`src/clk_ctrl_defines.vh`:
```
// Register map, field positions, reset values and timing constants of the clock controller
`ifndef CLK_CTRL_DEFINES_VH
`define CLK_CTRL_DEFINES_VH

// Byte offsets on the register bus
`define OFS_CLK_CTRL   8'h00
`define OFS_PLL_DIV    8'h04
`define OFS_CLK_DIV    8'h08
`define OFS_STATUS     8'h0c
`define OFS_PLL_FREQ   8'h10

// Control register fields
`define CTRL_ROOT_MSB  1
`define CTRL_ROOT_LSB  0
`define CTRL_FAST_PLL  2
`define CTRL_PLL_EN    3
`define CTRL_DEEP      4

// Root source codes
`define ROOT_REF       2'h0
`define ROOT_RING      2'h1
`define ROOT_XTAL      2'h2
`define ROOT_EXT       2'h3

// PLL divider register fields
`define DIV_IN_MSB     4
`define DIV_IN_LSB     0
`define DIV_FB_MSB     13
`define DIV_FB_LSB     5
`define DIV_OUT_MSB    18
`define DIV_OUT_LSB    14

// Bus and auxiliary clock divider fields
`define CDIV_H_MSB     3
`define CDIV_H_LSB     0
`define CDIV_A_MSB     7
`define CDIV_A_LSB     4

// Reset values: reference root, fast clock on root, PLL off, 10 MHz divider set
`define RST_CLK_CTRL   32'h0000_0000
`define RST_PLL_DIV    32'h0000_4100
`define RST_CLK_DIV    32'h0000_0000

// PLL arithmetic
`define REF_KHZ        4000
`define PLL_FIXED_DIV  2
`define FB_CODE_OFS    2
`define IN_CODE_OFS    2

// Lock wait, counted in reference clock periods, rounded up
`define LOCK_TIME_US   500
`define LOCK_CYC       ((`LOCK_TIME_US * `REF_KHZ + 999) / 1000)

`endif

```
`src/clk_glitch_free_mux.v`:
```
// Glitch-free clock select over sampled clock levels
`timescale 1ns/100ps
`default_nettype none
module clk_glitch_free_mux #(
    parameter N  = 4,
    parameter SW = 2
) (
    input  wire          clk_i,    // Sampling clock
    input  wire          rst_b_i,  // Synchronous reset, active low
    input  wire [N-1:0]  src_i,    // Sampled source clock levels
    input  wire [SW-1:0] sel_i,    // Requested source
    output reg           clk_o,    // Selected clock level
    output reg  [SW-1:0] cur_o,    // Source actually driving
    output reg           busy_o    // Handover in progress
);
    localparam ST_RUN  = 2'h0;
    localparam ST_DROP = 2'h1;
    localparam ST_PICK = 2'h2;

    reg [1:0] state_q;
    reg       on_q;

    // Drop the old source only while it sits low, then take the new one only once it sits low, so no short pulse escapes
    always @(posedge clk_i) begin
        if (!rst_b_i) begin
            state_q <= ST_RUN;
            on_q    <= 1'b1;
            cur_o   <= {SW{1'b0}};
            clk_o   <= 1'b0;
            busy_o  <= 1'b0;
        end else begin
            clk_o  <= on_q & src_i[cur_o]; // RULE21
            busy_o <= (state_q != ST_RUN) || (sel_i != cur_o);
            case (state_q)
                ST_RUN: begin
                    if (sel_i != cur_o) begin
                        state_q <= ST_DROP;
                    end
                end
                ST_DROP: begin
                    if (!src_i[cur_o]) begin
                        on_q    <= 1'b0; // RULE21
                        cur_o   <= sel_i;
                        state_q <= ST_PICK;
                    end
                end
                ST_PICK: begin
                    if (!src_i[cur_o]) begin
                        on_q    <= 1'b1; // RULE21
                        state_q <= ST_RUN;
                    end
                end
                default: begin
                    state_q <= ST_RUN;
                end
            endcase
        end
    end
endmodule
`default_nettype wire

```
`src/clk_ctrl_top.v`:
```
// Clock controller: source and PLL selection, lock wait, clock dividers and sleep gating
//
// Behaviour
// RULE1 - PLL reference is only the 4 MHz trimmed reference oscillator.
// RULE2 - PLL output equals input times multiplier over input, output divider and two.
// RULE3 - Input divider 2..33, multiplier 2..513, output divider 1..16.
// RULE4 - Multiplier code is value minus two; output divider code equals divisor.
// RULE5 - Input divider code is divisor minus two.
// RULE6 - Software keeps reference over input divider within 1 to 25 MHz.
// RULE7 - Software keeps output frequency times output divider within 100 to 250 MHz.
// RULE8 - Software waits 500 us for lock after divider writes.
// RULE9 - Software bring-up order: reference root, ring off, dividers, wait, select PLL.
// RULE10 - Selecting the PLL makes it drive the fast system clock.
// RULE11 - PLL disable stops its output at once.
// RULE12 - Software moves the fast clock to a running root before disabling the PLL.
// RULE13 - Ordinary sleep halts the processor; any enabled interrupt wakes it.
// RULE14 - Deep sleep gates the auxiliary, bus/core and part of the fast clock.
// RULE15 - In deep sleep only real-time timer, watchdog and GPIO can wake.
// RULE16 - Timer or watchdog wake restores gated clocks and interrupts the processor.
// RULE17 - Fast system clock selects root clock or PLL output by register.
// RULE18 - Root clock selects among reference, ring, crystal and external input.
// RULE19 - Bus/core and auxiliary clocks each divide the fast clock programmably.
// RULE20 - Software never selects a stopped source.
// RULE21 - Clock muxes switch without glitches.
// RULE22 - PLL output stays gated until the reference-counted lock timer expires.
`timescale 1ns/100ps
`default_nettype none
`include "clk_ctrl_defines.vh"
module clk_ctrl_top #(
    parameter LOCK_CYCLES = `LOCK_CYC,
    parameter DIV_W       = 4
) (
    input  wire        clk_i,               // 50 MHz controller clock
    input  wire        rst_b_i,             // Synchronous reset, active low
    input  wire        hsel_i,              // AHB slave select
    input  wire [31:0] haddr_i,             // AHB address
    input  wire [1:0]  htrans_i,            // AHB transfer type
    input  wire        hwrite_i,            // AHB write
    input  wire [2:0]  hsize_i,             // AHB size, word only
    input  wire [31:0] hwdata_i,            // AHB write data
    input  wire        hready_i,            // AHB bus ready
    output reg         hreadyout_o,         // AHB slave ready
    output reg         hresp_o,             // AHB response, always OKAY
    output reg  [31:0] hrdata_o,            // AHB read data
    input  wire        ref_osc_4m_i,        // Reference oscillator level
    input  wire        ring_osc_i,          // Ring oscillator level
    input  wire        xtal_clk_i,          // Crystal driver level
    input  wire        ext_clk_in_i,        // External clock level
    input  wire        pll_out_clk_i,       // Raw PLL output level
    output reg         pll_ref_clk_o,       // Reference fed to the PLL
    output reg         pll_en_o,            // PLL enable
    output reg  [4:0]  pll_in_divider_o,    // Input divider code
    output reg  [8:0]  pll_fb_multiplier_o, // Feedback multiplier code
    output reg  [4:0]  pll_out_divider_o,   // Output divider code
    output reg         root_clk_o,          // Root source clock
    output reg         fast_sys_clk_o,      // Fast system clock, ungated
    output reg         fast_sys_clk_gated_o,        // Fast clock branch stopped in deep sleep
    output reg         hclk_o,              // Bus/core clock
    output reg         aclk_o,              // Auxiliary clock
    input  wire        wfi_i,               // Processor enters sleep, pulse
    input  wire        irq_pending_i,       // Any enabled interrupt pending
    input  wire        wake_rtc_i,          // Real-time timer wake
    input  wire        wake_wdt_i,          // Watchdog wake
    input  wire        wake_gpio_i,         // GPIO wake
    output reg         cpu_halt_o,          // Processor halted
    output reg         wake_irq_o           // Wake interrupt, one-cycle pulse
);
    localparam PW_AWAKE = 2'h0;
    localparam PW_SLEEP = 2'h1;
    localparam PW_DEEP  = 2'h2;

    reg  [31:0] ctrl_q;
    reg  [31:0] pdiv_q;
    reg  [31:0] cdiv_q;
    reg         wr_pend_q;
    reg  [7:0]  wr_addr_q;
    reg         ref_prev_q;
    reg  [11:0] lock_cnt_q;
    reg         locked_q;
    reg  [31:0] freq_q;
    reg  [1:0]  pw_q;
    reg         fast_prev_q;
    wire        root_clk;
    wire [1:0]  root_cur;
    wire        root_busy;
    wire        fast_clk;
    wire [0:0]  fast_cur;
    wire        fast_busy;
    wire        pll_gated;
    wire        addr_ok;
    wire        fast_rise;
    wire        deep;
    wire [1:0]  div_clk;
    wire        pll_div_wr;

    function [31:0] read_reg;
        input [7:0] a;
        begin
            case (a)
                `OFS_CLK_CTRL: read_reg = ctrl_q;
                `OFS_PLL_DIV:  read_reg = pdiv_q;
                `OFS_CLK_DIV:  read_reg = cdiv_q;
                `OFS_STATUS:   read_reg = {24'h0, fast_busy, root_busy, (pw_q == PW_DEEP),
                                           root_cur, fast_cur[0], pll_gated, locked_q};
                `OFS_PLL_FREQ: read_reg = freq_q;
                default:       read_reg = 32'h0;
            endcase
        end
    endfunction

    // Wake decode; GPIO wakes the core but raises no wake interrupt
    function wake_hit;
        input irq_only;
        input rtc;
        input wdt;
        input gpio;
        begin
            wake_hit = rtc | wdt | (gpio & ~irq_only);
        end
    endfunction

    // Stored codes sit below the real ratio; widen before the offset is added
    function [31:0] code_ratio;
        input [8:0]  code;
        input [31:0] ofs;
        begin
            code_ratio = {23'h0, code} + ofs;
        end
    endfunction

    // An output code of zero would divide by zero, so it counts as one
    function [31:0] out_ratio;
        input [4:0] code;
        begin
            out_ratio = (code == 5'h0) ? 32'h1 : {27'h0, code};
        end
    endfunction

    // Bus slave: zero wait states, writes land at the end of the data phase
    assign addr_ok = hsel_i & htrans_i[1] & hready_i;

    always @(posedge clk_i) begin
        if (!rst_b_i) begin
            hreadyout_o <= 1'b1;
            hresp_o     <= 1'b0;
            hrdata_o    <= 32'h0;
            wr_pend_q   <= 1'b0;
            wr_addr_q   <= 8'h0;
            ctrl_q      <= `RST_CLK_CTRL;
            pdiv_q      <= `RST_PLL_DIV;
            cdiv_q      <= `RST_CLK_DIV;
        end else begin
            hreadyout_o <= 1'b1;
            hresp_o     <= 1'b0;
            wr_pend_q   <= addr_ok & hwrite_i;
            if (addr_ok) begin
                wr_addr_q <= {haddr_i[7:2], 2'b00};
            end
            if (addr_ok & !hwrite_i) begin
                hrdata_o <= read_reg({haddr_i[7:2], 2'b00});
            end
            if (wr_pend_q) begin
                case (wr_addr_q)
                    `OFS_CLK_CTRL: ctrl_q <= {27'h0, hwdata_i[4:0]};
                    `OFS_PLL_DIV:  pdiv_q <= {13'h0, hwdata_i[18:0]};
                    `OFS_CLK_DIV:  cdiv_q <= {24'h0, hwdata_i[7:0]};
                    default:       ctrl_q <= ctrl_q;
                endcase
            end
        end
    end

    assign pll_div_wr = wr_pend_q && (wr_addr_q == `OFS_PLL_DIV);

    // Divider codes go straight to the analog PLL; the field coding is the PLL's own
    always @(posedge clk_i) begin
        if (!rst_b_i) begin
            pll_ref_clk_o       <= 1'b0;
            pll_en_o            <= 1'b0;
            pll_in_divider_o    <= 5'h0;
            pll_fb_multiplier_o <= 9'h0;
            pll_out_divider_o   <= 5'h0;
        end else begin
            pll_ref_clk_o       <= ref_osc_4m_i; // RULE1
            pll_en_o            <= ctrl_q[`CTRL_PLL_EN];
            pll_in_divider_o    <= pdiv_q[`DIV_IN_MSB:`DIV_IN_LSB]; // RULE5
            pll_fb_multiplier_o <= pdiv_q[`DIV_FB_MSB:`DIV_FB_LSB]; // RULE4
            pll_out_divider_o   <= pdiv_q[`DIV_OUT_MSB:`DIV_OUT_LSB]; // RULE4
        end
    end

    // Expected output frequency in kHz
    always @(posedge clk_i) begin
        if (!rst_b_i) begin
            freq_q <= 32'h0;
        end else begin
            freq_q <= (`REF_KHZ * code_ratio(pdiv_q[`DIV_FB_MSB:`DIV_FB_LSB], `FB_CODE_OFS))
                      / (code_ratio({4'h0, pdiv_q[`DIV_IN_MSB:`DIV_IN_LSB]}, `IN_CODE_OFS)
                      * out_ratio(pdiv_q[`DIV_OUT_MSB:`DIV_OUT_LSB])
                      * `PLL_FIXED_DIV); // RULE2 RULE3
        end
    end

    // Lock wait on reference edges; restarted by divider writes and by disable
    always @(posedge clk_i) begin
        if (!rst_b_i) begin
            ref_prev_q <= 1'b0;
            lock_cnt_q <= LOCK_CYCLES[11:0];
            locked_q   <= 1'b0;
        end else begin
            ref_prev_q <= ref_osc_4m_i;
            if (pll_div_wr || !ctrl_q[`CTRL_PLL_EN]) begin
                lock_cnt_q <= LOCK_CYCLES[11:0]; // RULE22
                locked_q   <= 1'b0; // RULE11
            end else if (lock_cnt_q == 12'h0) begin
                locked_q <= 1'b1; // RULE22
            end else if (ref_osc_4m_i && !ref_prev_q) begin
                lock_cnt_q <= lock_cnt_q - 12'h1; // RULE22
            end
        end
    end

    // Disable gates the PLL without waiting on any register stage
    assign pll_gated = pll_out_clk_i & ctrl_q[`CTRL_PLL_EN] & locked_q; // RULE11 RULE22

    clk_glitch_free_mux #(
        .N  (4),
        .SW (2)
    ) u_root_mux (
        .clk_i   (clk_i),
        .rst_b_i (rst_b_i),
        .src_i   ({ext_clk_in_i, xtal_clk_i, ring_osc_i, ref_osc_4m_i}), // RULE18
        .sel_i   (ctrl_q[`CTRL_ROOT_MSB:`CTRL_ROOT_LSB]),
        .clk_o   (root_clk),
        .cur_o   (root_cur),
        .busy_o  (root_busy)
    );

    clk_glitch_free_mux #(
        .N  (2),
        .SW (1)
    ) u_fast_mux (
        .clk_i   (clk_i),
        .rst_b_i (rst_b_i),
        .src_i   ({pll_gated, root_clk}), // RULE17
        .sel_i   (ctrl_q[`CTRL_FAST_PLL]), // RULE10
        .clk_o   (fast_clk),
        .cur_o   (fast_cur),
        .busy_o  (fast_busy)
    );

    // Sleep control
    assign deep = (pw_q == PW_DEEP);

    always @(posedge clk_i) begin
        if (!rst_b_i) begin
            pw_q       <= PW_AWAKE;
            wake_irq_o <= 1'b0;
        end else begin
            wake_irq_o <= 1'b0;
            case (pw_q)
                PW_AWAKE: begin
                    if (wfi_i) begin
                        pw_q <= ctrl_q[`CTRL_DEEP] ? PW_DEEP : PW_SLEEP;
                    end
                end
                PW_SLEEP: begin
                    if (irq_pending_i) begin
                        pw_q <= PW_AWAKE; // RULE13
                    end
                end
                PW_DEEP: begin
                    if (wake_hit(1'b0, wake_rtc_i, wake_wdt_i, wake_gpio_i)) begin
                        pw_q <= PW_AWAKE; // RULE15
                    end
                    if (wake_hit(1'b1, wake_rtc_i, wake_wdt_i, wake_gpio_i)) begin
                        wake_irq_o <= 1'b1; // RULE16
                    end
                end
                default: begin
                    pw_q <= PW_AWAKE;
                end
            endcase
        end
    end

    // Dividers count fast clock rising edges; code 0 passes the fast clock through
    assign fast_rise = fast_clk & ~fast_prev_q;

    always @(posedge clk_i) begin
        if (!rst_b_i) begin
            fast_prev_q <= 1'b0;
        end else begin
            fast_prev_q <= fast_clk;
        end
    end

    genvar g;
    generate
        for (g = 0; g < 2; g = g + 1) begin : g_div
            reg  [DIV_W-1:0] cnt_q;
            reg              tog_q;
            wire [DIV_W-1:0] code;
            assign code = cdiv_q[g*4 +: DIV_W];
            always @(posedge clk_i) begin
                if (!rst_b_i) begin
                    cnt_q <= {DIV_W{1'b0}};
                    tog_q <= 1'b0;
                end else if (fast_rise) begin
                    if (cnt_q + 1'b1 >= code) begin
                        cnt_q <= {DIV_W{1'b0}};
                        tog_q <= ~tog_q; // RULE19
                    end else begin
                        cnt_q <= cnt_q + 1'b1;
                    end
                end
            end
            // Pass-through form adds no lag; fast_clk is already a flop output, so every output stays on a flop
            assign div_clk[g] = (code == {DIV_W{1'b0}}) ? fast_clk : tog_q;
        end
    endgenerate

    // Clock outputs; the root clock keeps running so sleep-time timers stay alive
    always @(posedge clk_i) begin
        if (!rst_b_i) begin
            root_clk_o     <= 1'b0;
            fast_sys_clk_o <= 1'b0;
            fast_sys_clk_gated_o   <= 1'b0;
            hclk_o         <= 1'b0;
            aclk_o         <= 1'b0;
            cpu_halt_o     <= 1'b0;
        end else begin
            root_clk_o     <= root_clk;
            fast_sys_clk_o <= fast_clk; // RULE10
            fast_sys_clk_gated_o   <= fast_clk & ~deep; // RULE14
            hclk_o         <= div_clk[0] & ~deep; // RULE14 RULE16
            aclk_o         <= div_clk[1] & ~deep; // RULE14 RULE16
            cpu_halt_o     <= (pw_q != PW_AWAKE); // RULE13
        end
    end
endmodule
`default_nettype wire

```
`config.mk`:
```
export PLATFORM = sky130hd
export DESIGN_NAME = clk_ctrl_top
export DESIGN_NICKNAME = d
export VERILOG_FILES = /design/src/clk_glitch_free_mux.v /design/src/clk_ctrl_top.v
export VERILOG_INCLUDE_DIRS = /design/src
export SDC_FILE = /design/constraint.sdc
export NUM_CORES = 1
export LEC_CHECK = 0
export BUFFER_PORTS_ARGS = -buffer_cell sky130_fd_sc_hd__clkbuf_2
export CORE_MARGIN = 4
export CORE_UTILIZATION = 39
export CTS_CLUSTER_SIZE = 28
export DETAILED_ROUTE_END_ITERATION = 12
export PLACE_DENSITY = 0.54
export SLEW_MARGIN = 15
export SYNTH_ARGS = -nofsm -noshare
export SYNTH_HDL_FRONTEND = slang
export SYNTH_HIERARCHICAL = 1
export SYNTH_SLANG_ARGS = --single-unit
```
`constraint.sdc`:
```
create_clock -name clk_i -period 137.7 [get_ports clk_i]
set_clock_uncertainty 0.1 [all_clocks]
set_input_delay 34.425 -clock clk_i [delete_from_list [all_inputs] [get_ports clk_i]]
set_output_delay 34.425 -clock clk_i [all_outputs]
set_load 0.02 [all_outputs]
```
==> metrics.csv <==
stage,metric,value,unit
critical_path,CP Launch Point,pdiv_q[7],
place,Placed Instances,6679,
status,status,finished clean,
global_routing,largest net degree at the start of global routing,60,
logic_synthesis,post-synthesis register bit count,169,
logic_synthesis,Post-Syn Instances,5423,
logic_synthesis,Synthesis Warnings,6,
run,# Max-Cap Violations,0,
route,Vias/cell,6.10,
timing,RSZ-0062 raised after global routing,no,
timing,Max Clk Rate,0.00952,GHz
critical_path,cell mode on critical path,a21oi_1,
route,Antenna Violating Nets Remaining,0,
timing,"Hold Vio Cnt, Final",0,
critical_path,FF-to-FF Start,pdiv_q[7],
logic_synthesis,Avg Synthesized Cell Area,7.11,µm²
route,Met2 Wirelength,58000,µm
cells_and_area,share of cells above drive strength 1,8.06,%
die,Initial Util,39.2,%
critical_path,crit path max-delay cell type,or4_1,
cells_and_area,Non-Filler Instances,6711,
cells_and_area,"commonest cells after routing, fill and taps aside","nor2_1 (549), a21oi_1 (514), nand2_1 (476), ha_1 (358), xnor2_1 (269)",
clock_tree,Clock Root Buffer,clkbuf_16,
logic_synthesis,mapped cell area,38500,µm²
route,routed metal-1 wire length,65900,µm
die,die height,322,µm
logic_synthesis,Synth async-reset ratio,0,%
timing,Relative slew margins,22.0,%
timing,final worst-path cycle share,76.3,%
clock_tree,number of buffers created by CTS,17,
timing,max-slew violations,0,
hold_path,worst hold start,freq_q[30],
global_routing,gr usage total,25.0,%
timing,Final Setup Violations,0,
die,I/O pins,146,
clock_tree,# hold bufs at CTS,0,
clock_tree,clock slew at reported path FFs,0.08,ns
route,DR iter-0 viols,3279,
route,top layer in use,met4,
global_routing,first-pass GRT wire length,211000,µm
place,pre-CTS setup slack,34.01,ns
route,Wirelength per Cell,20.1,µm
clock_tree,Clock Tree Buf Depth,2,
timing,fin crit period,105.08,ns
hold_path,Worst Hold Class,reg -> reg,
critical_path,"critical path fanouts, max",38,
timing,Worst Tran Pin Value,1.16,ns
route,met3 routed WL,8470,µm
logic_synthesis,"EDFF count, synth",0,
cells_and_area,Ant. Diodes,0,
global_routing,initial antenna violation count,3,
route,first-pass iteration count of the detailed router,6,
cells_and_area,Layout fillers,10300,
logic_synthesis,Main synth FF type,dfxtp_1,
place,Post-Place Cell Area,40400,µm²
cells_and_area,"commonest non-fill, non-tap cell in the layout",nor2_1,
cells_and_area,synth-to-layout area growth,6.38,%
die,core area,98300,µm²
route,DRC violations left,0,
critical_path,endpoint class of the critical path,register,
global_routing,total grt overflow,0,
cells_and_area,final net count,5890,
critical_path,CP required,137.90,ns
die,Die W,322,µm
critical_path,Setup CP Type,reg -> reg,
logic_synthesis,sequential cell area fraction in the yosys report,8.78,%
critical_path,largest stage delay on the critical path,0.92,ns
place,dpl hpwl,108000,µm
clock_tree,CTS tree,yes,
place,port bufs,100,
cells_and_area,final instance area,41000,µm²
clock_tree,post-CTS sizing,0,
timing,worst setup margin,32.62,ns
die,Core Rows,115,
route,via count,40900,
critical_path,startpoint class of the critical path,register,
place,RePlAce Congestion,0.930,
critical_path,arrival time at the worst endpoint,105.28,ns
global_routing,vias in the first global route,37400,
clock_tree,Num Clock Sinks,169,
clock_tree,H-tree Lvls,4,
clock_tree,Worst-Skew Late Latency,0.46,ns
clock_tree,post-CTS setup buffers,0,
logic_synthesis,Netlist cell types,143,
timing,Fin Setup TNS,0,ns
die,Die Area,104000,µm²
route,final wirelength,135000,µm
per-layer routing:
metal  up-vias  global-route usage, %
li1      20200                      -
met1     19300                   36.3
met2      1256                   39.6
met3       159                   3.03
met4         0                   5.59
met5         -                      0
Yosys cell counts, drive strengths merged (19+ instances only):
cell type | count | area [µm²]
o21ai | 270 | 1360
o2111ai | 19 | 173
a31o | 23 | 201
or4 | 31 | 248
and3 | 80 | 503
o22ai | 20 | 125
ha | 358 | 4480
xnor2 | 276 | 2470
clkbuf | 143 | 537
nor2b | 57 | 357
a21oi | 521 | 2630
or3 | 44 | 275
a2111oi | 34 | 474
nor4 | 72 | 514
o31ai | 61 | 500
fa | 37 | 741
o221ai | 19 | 185
or2 | 48 | 303
a31oi | 60 | 388
o211ai | 52 | 395
nand2b | 102 | 638
a21o | 200 | 1500
dfxtp | 169 | 3380
a21boi | 23 | 173
a211oi | 62 | 510
o21a | 101 | 758
a221oi | 27 | 255
and4 | 30 | 263
nor2 | 554 | 2080
xor2 | 148 | 1330
mux2 | 61 | 691
a22oi | 21 | 158
o21bai | 41 | 308
nand4 | 75 | 531
nor3 | 177 | 937
nand3 | 170 | 866
inv | 214 | 803
and2 | 96 | 603
mux2i | 69 | 694
buf | 58 | 299
nand2 | 481 | 1820
path summary, 6_finish.rpt:
check | to | cells after the start | slack, ns
worst max-delay path | freq_q[0] | 441 | 32.62
worst min-delay path | hrdata_o[30] | 2 | 0.37
worst max register to register | freq_q[0] | 441 | 32.62
worst min register to register | hrdata_o[30] | 2 | 0.37
cell families (layout without fill, tap and decap cells):
logic type | count (synthesis) | in the layout | share of synthesized area, %
buffers and inverters | 418 | 413 | 4.28
multiplexers | 131 | 131 | 3.65
AO/OA/AOI/OAI | 1769 | 1769 | 31.8
XOR/XNOR | 425 | 425 | 9.90
flip-flops | 169 | 169 | 8.78
other | 2 | 8 | 0.0195
adder cells (fa/ha/maj) | 397 | 397 | 13.6
AND/OR/NAND/NOR | 2112 | 2112 | 28.0
metrics by stage:
stage	utilization (%)	hold WS (ns)
6_report	41.7	0.369
3_5_place_dp	41.1	0.353
3_3_place_gp	41.1	0.347
4_1_cts	41.7	0.370
5_1_grt	41.7	0.394
2_1_floorplan	-	0.343
sequential cells by signal, summed over array words and instances, names as in the netlist, 2 cells and up:
signal               flops
hrdata_o                32
pll_out_divider_o        5
g_div.cnt_q              8
g_div.tog_q              2
lock_cnt_q              12
pdiv_q                  19
freq_q                  32
u_root_mux/cur_o         2
pw_q                     2
u_root_mux/state_q       2
ctrl_q                   5
cdiv_q                   8
u_fast_mux/state_q       2
pll_fb_multiplier_o      9
pll_in_divider_o         5
wr_addr_q                6
cell type report:
class | instances | area [µm²] | share of cell area, %
clock buffer | 17 | 425 | 1.04
inverter | 217 | 816 | 1.99
timing repair buffer | 164 | 981 | 2.39
sequential | 169 | 3380 | 8.25
tap | 1287 | 1610 | 3.93
clock inverter | 15 | 200 | 0.488
multi-input combinational | 4842 | 33600 | 81.9
worst max-delay path, delay by kind of cell, from the launching register on:
| kind | cells | cell delay (ns) |
|---|---|---|
| buffers and inverters | 33 | 4.34 |
| adder cells (fa/ha/maj) | 34 | 11.99 |
| XOR/XNOR | 8 | 1.66 |
| multiplexers | 8 | 2.48 |
| AND/OR/NAND/NOR | 161 | 38.10 |
| flip-flops | 1 | 0.55 |
| AO/OA/AOI/OAI | 197 | 45.38 |
Power is left out: the tool's default activity adds up to more than one toggle a clock period on the data nets, which glitch-free logic cannot reach.
